--- config.mk ---
export PLATFORM = sky130hd
export DESIGN_NAME = iopl_port
export DESIGN_NICKNAME = d
export VERILOG_FILES = /design/src/hdl/iopl_pkg.sv /design/src/hdl/iopl_sync.sv /design/src/hdl/iopl_port.sv
export SDC_FILE = /design/constraint.sdc
export NUM_CORES = 1
export LEC_CHECK = 0
export ABC_CLOCK_PERIOD_IN_PS = 2730
export BUFFER_PORTS_ARGS = -buffer_cell sky130_fd_sc_hd__buf_2
export CAP_MARGIN = 20
export CORE_MARGIN = 10
export CORE_UTILIZATION = 48
export CTS_CLUSTER_DIAMETER = 60
export DETAILED_ROUTE_END_ITERATION = 12
export PLACE_DENSITY = 0.89
export SLEW_MARGIN = 10
export SYNTH_ARGS = -nofsm -noshare
export SYNTH_HDL_FRONTEND = slang
export SYNTH_HIERARCHICAL = 1
export SYNTH_SLANG_ARGS = --single-unit
--- constraint.sdc ---
create_clock -name clk_sys -period 2.73 [get_ports clk_sys]
set_input_delay 0.546 -clock clk_sys [delete_from_list [all_inputs] [get_ports clk_sys]]
set_output_delay 0.546 -clock clk_sys [all_outputs]
set_load 0.02 [all_outputs]
--- src/hdl/iopl_pkg.sv ---
// constants, register map and field layout for the latched i/o port block
// assumes a single 200 mhz system clock and an ahb-lite master reaching the registers
package iopl_pkg;

    // ****************************************************************
    // port geometry
    // ****************************************************************
    localparam int unsigned PORT_WIDTH = 8;
    localparam int unsigned ADDR_WIDTH = 12;

    // ****************************************************************
    // register byte offsets
    // ****************************************************************
    localparam logic [11:0] OFS_DATA   = 12'h000; // latch write, mixed pin/latch read
    localparam logic [11:0] OFS_DIR    = 12'h004; // write-only direction
    localparam logic [11:0] OFS_PULLUP = 12'h008; // pull-up enables
    localparam logic [11:0] OFS_DRIVE  = 12'h00c; // high-drive enables

    // ****************************************************************
    // reset values
    // ****************************************************************
    localparam logic [7:0] RST_LATCH  = 8'h00;
    localparam logic [7:0] RST_DIR    = 8'h00; // 0 = input
    localparam logic [7:0] RST_PULLUP = 8'h00;
    localparam logic [7:0] RST_DRIVE  = 8'h00;

    // pins that offer high drive: exactly eight
    localparam logic [7:0] DRIVE_CAPABLE = 8'hff;

    // ahb transfer type and size codes
    localparam logic [1:0] HTRANS_NONSEQ = 2'h2;
    localparam logic [2:0] HSIZE_WORD    = 3'h2;

endpackage : iopl_pkg

--- src/hdl/iopl_sync.sv ---
// two flip-flop synchroniser for the pin inputs
// assumes pins are asynchronous to clk_sys
module iopl_sync #(
    parameter int unsigned WIDTH = 8
) (
    // clock and reset
    input  wire logic             clk_sys,
    input  wire logic             srst,
    // data
    input  wire logic [WIDTH-1:0] async_in,
    output logic      [WIDTH-1:0] sync_out
);

    logic [WIDTH-1:0] meta_q;
    logic [WIDTH-1:0] meta_d;
    logic [WIDTH-1:0] sync_q;
    logic [WIDTH-1:0] sync_d;

    // the first stage feeds only the second stage
    always_comb
    begin
        meta_d = async_in;
        sync_d = meta_q;
    end

    // registers
    always_ff @(posedge clk_sys)
    begin
        if (srst)
        begin
            meta_q <= '0;
            sync_q <= '0;
        end
        else
        begin
            meta_q <= meta_d;
            sync_q <= sync_d;
        end
    end

    assign sync_out = sync_q;

endmodule // iopl_sync

--- src/hdl/iopl_port.sv ---
// latched bidirectional i/o port with write-only direction, pull-up and drive control
// assumes an ahb-lite master with single word transfers on clk_sys; pins pass a synchroniser
//
// Operation
// [RQ1] after reset every bit is an input and stays so until software writes its direction bit to one.
// [RQ2] a bit's pull-up is attached only while the bit is an input, whatever its pull-up setting.
// [RQ3] reading the data register returns the synchronised pin level for every input bit.
// [RQ4] reading the data register returns the latch value for every output bit.
// [RQ5] the data register is written as a whole byte, so a read-modify-write puts pin levels into input latches.
// [RQ6] switching a bit from output to input leaves its latch unchanged.
// [RQ7] the direction register is write-only and reads back as zero.
// [RQ8] high drive is available on exactly eight pins.
// [RQ9] on small packages software routes interrupt one to the alternate pin via its edge select register.
// [RQ10] on small packages software keeps the level select bit of the unbonded interrupt pin at zero.
// [RQ11] on small packages software sets the unbonded pins as outputs.
// [RQ12] direction resets to input and pull-up and drive controls reset inactive.
//
// Decided for this implementation: the placing of the registers and the AHB-Lite interface to the registers.
module iopl_port #(
    parameter int unsigned WIDTH = iopl_pkg::PORT_WIDTH
) (
    // clock and reset
    input  wire logic             clk_sys,
    input  wire logic             srst,
    // ahb-lite slave
    input  wire logic             hsel,
    input  wire logic [31:0]      haddr,
    input  wire logic [1:0]       htrans,
    input  wire logic             hwrite,
    input  wire logic [2:0]       hsize,
    input  wire logic [31:0]      hwdata,
    input  wire logic             hready,
    output logic      [31:0]      hrdata,
    output logic                  hreadyout,
    output logic                  hresp,
    // port pins
    input  wire logic [WIDTH-1:0] pin_in,
    output logic      [WIDTH-1:0] pin_out,
    output logic      [WIDTH-1:0] pin_oe,
    output logic      [WIDTH-1:0] pin_pullup,
    output logic      [WIDTH-1:0] pin_high_drive
);

    // ****************************************************************
    // pin synchroniser
    // ****************************************************************
    logic [WIDTH-1:0] pin_sync;

    iopl_sync #(
        .WIDTH    (WIDTH)
    ) u_sync (
        .clk_sys  (clk_sys),
        .srst     (srst),
        .async_in (pin_in),
        .sync_out (pin_sync)
    );

    // ****************************************************************
    // bus address phase capture
    // ****************************************************************
    logic        wr_pend_q;
    logic        wr_pend_d;
    logic        rd_pend_q;
    logic        rd_pend_d;
    logic [11:0] addr_q;
    logic [11:0] addr_d;
    logic        take;

    // a transfer is accepted only when selected, nonseq and the bus is ready
    assign take = hsel && hready && (htrans == iopl_pkg::HTRANS_NONSEQ);

    always_comb
    begin
        wr_pend_d = take && hwrite;
        rd_pend_d = take && !hwrite;
        addr_d    = take ? haddr[11:0] : addr_q;
    end

    always_ff @(posedge clk_sys)
    begin
        if (srst)
        begin
            wr_pend_q <= 1'b0;
            rd_pend_q <= 1'b0;
            addr_q    <= 12'h000;
        end
        else
        begin
            wr_pend_q <= wr_pend_d;
            rd_pend_q <= rd_pend_d;
            addr_q    <= addr_d;
        end
    end

    // ****************************************************************
    // port registers
    // ****************************************************************
    logic [WIDTH-1:0] latch_q;
    logic [WIDTH-1:0] latch_d;
    logic [WIDTH-1:0] dir_q;
    logic [WIDTH-1:0] dir_d;
    logic [WIDTH-1:0] pullup_q;
    logic [WIDTH-1:0] pullup_d;
    logic [WIDTH-1:0] drive_q;
    logic [WIDTH-1:0] drive_d;

    // writes land in the data phase; the whole byte is always written
    always_comb
    begin
        latch_d  = latch_q;
        dir_d    = dir_q;
        pullup_d = pullup_q;
        drive_d  = drive_q;
        if (wr_pend_q)
        begin
            case (addr_q)
                iopl_pkg::OFS_DATA:   latch_d  = hwdata[WIDTH-1:0]; // [RQ5]
                iopl_pkg::OFS_DIR:    dir_d    = hwdata[WIDTH-1:0]; // [RQ1]
                iopl_pkg::OFS_PULLUP: pullup_d = hwdata[WIDTH-1:0];
                // non-capable pins never hold a drive bit
                iopl_pkg::OFS_DRIVE:  drive_d  = hwdata[WIDTH-1:0] & iopl_pkg::DRIVE_CAPABLE[WIDTH-1:0]; // [RQ8]
                default:              latch_d  = latch_q;
            endcase
        end
    end
    // a direction change alone never touches the latch, so outputs turned inputs keep their data [RQ6]

    always_ff @(posedge clk_sys)
    begin
        if (srst)
        begin
            latch_q  <= iopl_pkg::RST_LATCH[WIDTH-1:0];
            dir_q    <= iopl_pkg::RST_DIR[WIDTH-1:0];    // [RQ12]
            pullup_q <= iopl_pkg::RST_PULLUP[WIDTH-1:0]; // [RQ12]
            drive_q  <= iopl_pkg::RST_DRIVE[WIDTH-1:0];  // [RQ12]
        end
        else
        begin
            latch_q  <= latch_d;
            dir_q    <= dir_d;
            pullup_q <= pullup_d;
            drive_q  <= drive_d;
        end
    end

    // ****************************************************************
    // read data and pin drive
    // ****************************************************************
    logic [31:0]      rdata_q;
    logic [31:0]      rdata_d;
    logic [WIDTH-1:0] oe_q;
    logic [WIDTH-1:0] oe_d;
    logic [WIDTH-1:0] out_q;
    logic [WIDTH-1:0] out_d;
    logic [WIDTH-1:0] pu_q;
    logic [WIDTH-1:0] pu_d;
    logic [WIDTH-1:0] hd_q;
    logic [WIDTH-1:0] hd_d;

    // mix pin and latch per bit according to direction
    function automatic logic [WIDTH-1:0] port_view(input logic [WIDTH-1:0] dir,
                                                    input logic [WIDTH-1:0] lat,
                                                    input logic [WIDTH-1:0] pin);
        port_view = (dir & lat) | (~dir & pin); // [RQ3] [RQ4]
    endfunction

    // read data is registered at the address phase so it is ready one cycle later
    always_comb
    begin
        rdata_d = 32'h0000_0000;
        if (take && !hwrite)
        begin
            case (haddr[11:0])
                iopl_pkg::OFS_DATA:   rdata_d[WIDTH-1:0] = port_view(dir_d, latch_d, pin_sync);
                iopl_pkg::OFS_DIR:    rdata_d = 32'h0000_0000; // [RQ7]
                iopl_pkg::OFS_PULLUP: rdata_d[WIDTH-1:0] = pullup_d;
                iopl_pkg::OFS_DRIVE:  rdata_d[WIDTH-1:0] = drive_d;
                default:              rdata_d = 32'h0000_0000; // unmapped reads zero
            endcase
        end
        oe_d  = dir_d;                 // [RQ1]
        out_d = latch_d;
        pu_d  = pullup_d & ~dir_d;     // [RQ2]
        hd_d  = drive_d & dir_d;
    end

    always_ff @(posedge clk_sys)
    begin
        if (srst)
        begin
            rdata_q <= 32'h0000_0000;
            oe_q    <= '0;
            out_q   <= '0;
            pu_q    <= '0;
            hd_q    <= '0;
        end
        else
        begin
            rdata_q <= rdata_d;
            oe_q    <= oe_d;
            out_q   <= out_d;
            pu_q    <= pu_d;
            hd_q    <= hd_d;
        end
    end

    // zero wait states, always okay; outputs straight from flops
    assign hrdata         = rdata_q;
    assign hreadyout      = 1'b1;
    assign hresp          = 1'b0;
    assign pin_out        = out_q;
    assign pin_oe         = oe_q;
    assign pin_pullup     = pu_q;
    assign pin_high_drive = hd_q;

    // rd_pend_q marks a read data phase; kept for symmetry with writes
    logic unused_ok;
    assign unused_ok = rd_pend_q ^ (|hsize);

endmodule // iopl_port

======== Yosys cells after proc, flatten, opt, wreduce, memory -nomap -nowiden ========
Index checks and enable logic that the tools add are counted.
storage, ports and cells
  word-level logic and storage cells ...... 42
  output and inout bits ................... 66
  register bits ........................... 109
cells by class
  multiplexer cells ....................... 9
  reductions and logical operators ........ 8
  bitwise logic cells ..................... 7
  equal/unequal tests ..................... 6
operators by type and width
  kind                                                                     count
  8-bit 2-to-1 mux                                                         8
  12-bit by 4-bit equality test with 1-bit output (second input constant)  4
  8-bit bitwise AND                                                        4
  12-bit logical NOT                                                       2
  8-bit case mux with 3 select lines                                       1
  12-bit by 3-bit equality test with 1-bit output (second input constant)  1
  8-bit inverter                                                           1
  8-bit OR                                                                 1
  1-bit logical AND                                                        4
  2-bit equality test (second input constant)                              1
  2-bit OR reduction                                                       1
  1-bit logical NOT                                                        1
  1-bit inverter                                                           1

======== Longest topological paths before layout ========
  depth in word-level cells ............... 7
  depth in mapped cells ................... 8
  depth with buffers taken out ............ 5

======== Modules after synthesis ========
Netlist, hierarchy kept.
modules (own cells, without submodules)
  module     area an instance (um^2)  instances  cells each
  iopl_port  3123.0                   1          355
  iopl_sync  464.2                    1          33

======== Worst setup path after synthesis ========
OpenSTA, ideal clock, no wires.
  path kind ............................... register -> register
  start ................................... register addr_q[8]
  end ..................................... register rdata_q[7], in the netlist hrdata[7]
  clock period less this slack ............ 2.290 ns
  path slack .............................. 0.440 ns
  buffers on the path ..................... 3
  stages on the path, launching flop included .. 9
  arrival time ............................ 2.154 ns
  path through ............................ dfxtp_1 > or4b_1 > buf_2 > or4_4 > buf_6 > buf_6 > a21o_1 > o221ai_1 > o221ai_1
between the ends
  longest elaborated chain between the ends .. 7
  elaborated cells on any way between the ends .. 17
RTL lines
  element                                          RTL line          text
  from (decl)                                      iopl_port.sv:65   logic [11:0] addr_q;
  from (signal assigned)                           iopl_port.sv:91   addr_q <= addr_d;
  12-bit by 3-bit equality test with 1-bit output  iopl_port.sv:116  case (addr_q)
  8-bit 2-to-1 mux                                 iopl_port.sv:116
  8-bit 2-to-1 mux                                 iopl_port.sv:114  if (wr_pend_q)
  8-bit inverter                                   iopl_port.sv:164  port_view = (dir & lat) | (~dir & pin);
  8-bit bitwise AND                                iopl_port.sv:164
  8-bit OR                                         iopl_port.sv:164
  8-bit case mux with 3 select lines (*)           iopl_port.sv:173  case (haddr[11:0])
  to (signal assigned)                             iopl_port.sv:199  rdata_q <= rdata_d;
  to (decl)                                        iopl_port.sv:149  logic [31:0] rdata_q;
Mark *: on every way between the ends. The rest lies on a longest branch, timed or not.
A chain may end at the register's enable or synchronous reset.

======== Worst setup path in the final report ========
  start ................................... register addr_q[8]
  end ..................................... register rdata_q[1], in the netlist hrdata[1]
Same word-level chain as after synthesis.

==> impl_metrics.json <==
{
  "postSynthAreaPerCell_sq_um": 9.25,
  "cts_sinks": 85,
  "pre_cts_slack_ns": 0.266,
  "critPathKind": "flop to flop",
  "gp_congestion": 0.812,
  "htreeDepth": 3,
  "ys_seq_elements": 85,
  "grt_overflow": 0,
  "postLayoutSetupSlackWorst_ns": 0.236,
  "syn_area_sq_um": 3590,
  "pwr-share-seq": 0.528,
  "cts_tree": "yes",
  "fin_skew_ns": 0.00784,
  "dp_cells": 547,
  "pin_count": 148,
  "p_total_mw": 2.39,
  "rsz0062_at_grt": "no",
  "core_area_sq_um": 7250,
  "synth_edf_count": 0,
  "start_kind": "flop",
  "area_growth_syn_to_layout_pct": 16.1,
  "max_slew_margin": 0.527,
  "dieArea_sq_um": 11300,
  "maxCapViolations": 0,
  "drive_above_1_share": 0.272,
  "power.internal_mw": 1.84,
  "port_buffers": 74,
  "finalCriticalPeriod_ns": 2.49,
  "cts.repair.resized": 0,
  "p_clk_frac": 0.411,
  "arrival_ns": 2.71,
  "syn_inst": 388,
  "die_x_microns": 106,
  "drt_iter0_drc": 262,
  "grt_max_degree": 70,
  "holdPathStages": 2,
  "end_kind": "flop",
  "via_count": 3030,
  "fin_cells": 564,
  "ctsHoldBuffers": 0,
  "grt_antenna_before_repair": 1,
  "grt_usage": 0.162,
  "cts_buffers": 9,
  "worst_hold_path_type": "input port to flop",
  "ant_nets": 0,
  "pwr-share-comb": 0.060,
  "p_sw_mw": 0.553,
  "nNetsFinal": 541,
  "wl_per_cell_microns": 16.5,
  "grt_pass1_wl_mm": 14.9,
  "path_clk_slew_ns": 0.08,
  "die_h_microns": 106,
  "synth_flop_cell": "dfxtp_1",
  "cp_max_fo": 26,
  "worst_ir_drop_vdd_mv": 0.284,
  "finalSetupViolCount": 0,
  "drv_slew": 0,
  "finalHoldViolations": 0,
  "rows": 31,
  "cts_root_buffer": "clkbuf_8",
  "cts_buffer_depth": 2,
  "status": "complete, no violations",
  "worst_pin_slew_ns": 0.710,
  "yosys_warnings": 6,
  "ys_seq_area_frac": 0.474,
  "p_leak_nw": 1.82,
  "hold_ws_ns": 0.390,
  "drt-pass1-iter-count": 5,
  "clk_latency_ns": 0.36,
  "setup_tns_ns": 0,
  "required_ns": 2.95,
  "vias_per_cell": 5.37,
  "period_share": 0.913,
  "async_reset_ff_frac": 0,
  "netSwitchingFraction": 0.231,
  "fmax_mhz": 401,
  "synth_cell_types": 40,
  "grt_pass1_vias": 3110,
  "hpwl_mm": 6.55,
  "post-cts-setup-buffers": 0,
  "drc": 0,
  "ff2ff_path_depth": 6,
  "wirelength_mm": 9.30,
  "p_per_area_nw_per_um2": 574,
  "start_util": 0.495
}
[final timing paths]
kind                               startpoint                       endpoint  slack, ns
hold reg to reg   u_sync/meta_q[4]$_SDFF_PP0_  u_sync/sync_out[4]$_SDFF_PP0_       0.45
setup reg to reg       addr_q[8]$_SDFFE_PP0P_           hrdata[1]$_SDFF_PP0_       0.24
hold / removal                      pin_in[3]    u_sync/meta_q[3]$_SDFF_PP0_       0.39
setup / recovery       addr_q[8]$_SDFFE_PP0P_           hrdata[1]$_SDFF_PP0_       0.24
[worst max-delay path: stages, from the launching register on]
cell and delay, ns:
dfxtp_1 0.31, or4b_1 0.54, buf_4 0.18, or4_4 0.68
a21o_1 0.24, o221ai_1 0.22, o221ai_1 0.17
[metrics by stage]
stage,cell area [sq um],utilization
after floorplan,3680,-
after global placement,3940,0.543
after detailed placement,3940,0.543
after CTS,4160,0.574
after global routing,4160,0.574
final,4170,0.574
[sequential cells by signal (all words and copies together) (netlist names)]
register	flops
pullup_q	8
u_sync/sync_out	8
u_sync/meta_q	8
pin_high_drive	8
hrdata	8
addr_q	12
pin_pullup	8
wr_pend_q	1
pin_oe	8
pin_out	8
drive_q	8
[layer usage]
| layer | GRT usage | wire length [microns] | vias to the layer above |
|---|---|---|---|
| met5 | 0 | 0 | - |
| met4 | 0.0909 | 290 | 0 |
| met3 | 0.0646 | 930 | 29 |
| met2 | 0.269 | 4530 | 154 |
| met1 | 0.172 | 3550 | 1401 |
| li1 | - | - | 1446 |
[layout by cell type, fill, tap and decap left out, drive strengths merged, types with 10 or more instances in the layout]
cell type	netlist	layout
conb	2	26
a21oi	20	20
nand2	41	41
mux2i	24	24
buf	39	83
o221ai	16	16
clkbuf	8	10
nor2b	10	10
or2	10	10
dfxtp	85	85
nor3	16	16
nor2	43	43
[synth_stat cells, drive strengths merged (2+ instances only)]
| library cell | n | area [sq um] |
|---|---|---|
| a21oi | 20 | 100 |
| or2 | 10 | 62.6 |
| a311oi | 8 | 70.1 |
| inv | 9 | 33.8 |
| conb | 2 | 7.51 |
| a22oi | 8 | 60.1 |
| and2 | 8 | 50.1 |
| or4 | 3 | 26.3 |
| o22ai | 8 | 50.1 |
| buf | 39 | 278 |
| o221ai | 16 | 140 |
| clkbuf | 8 | 30.0 |
| mux2i | 24 | 240 |
| nor2b | 10 | 80.1 |
| nor3 | 16 | 80.1 |
| and2b | 6 | 52.6 |
| nor2 | 43 | 169 |
| a21o | 8 | 60.1 |
| nand2 | 41 | 154 |
| dfxtp | 85 | 1700 |
| nand2b | 2 | 12.5 |
| nor4 | 5 | 52.6 |
[cells by family (layout without fill, tap and decap cells)]
family | after synthesis | in the layout | synth area share
compound gates | 68 | 68 | 0.134
buf+inv | 56 | 108 | 0.0952
other cells | 2 | 27 | 0.00209
mux | 24 | 24 | 0.0670
simple gates | 153 | 153 | 0.227
flops | 85 | 85 | 0.474
[area by class of cell]
type	count	area [sq um]
Fill cell	617	3090
Tap cell	99	124
Clock inverter	6	86.3
Multi-Input combinational cell	271	1640
Timing Repair Buffer	83	438
Clock buffer	10	138
Sequential cell	85	1700
Antenna cell	1	2.50
Inverter	9	33.8
[power groups by stage]
stage | Clock (mW) | Combinational [mW] | Sequential, mW
finish | 0.984 | 0.144 | 1.26
global route | 1.06 | 0.157 | 1.26
CTS | 0.993 | 0.141 | 1.26
detailed placement | 0 | 0.140 | 1.29
global placement | 0 | 0.135 | 1.29
floorplan | 0 | 0.118 | 1.29
No activity file was read; power rests on OpenSTA's default activity.
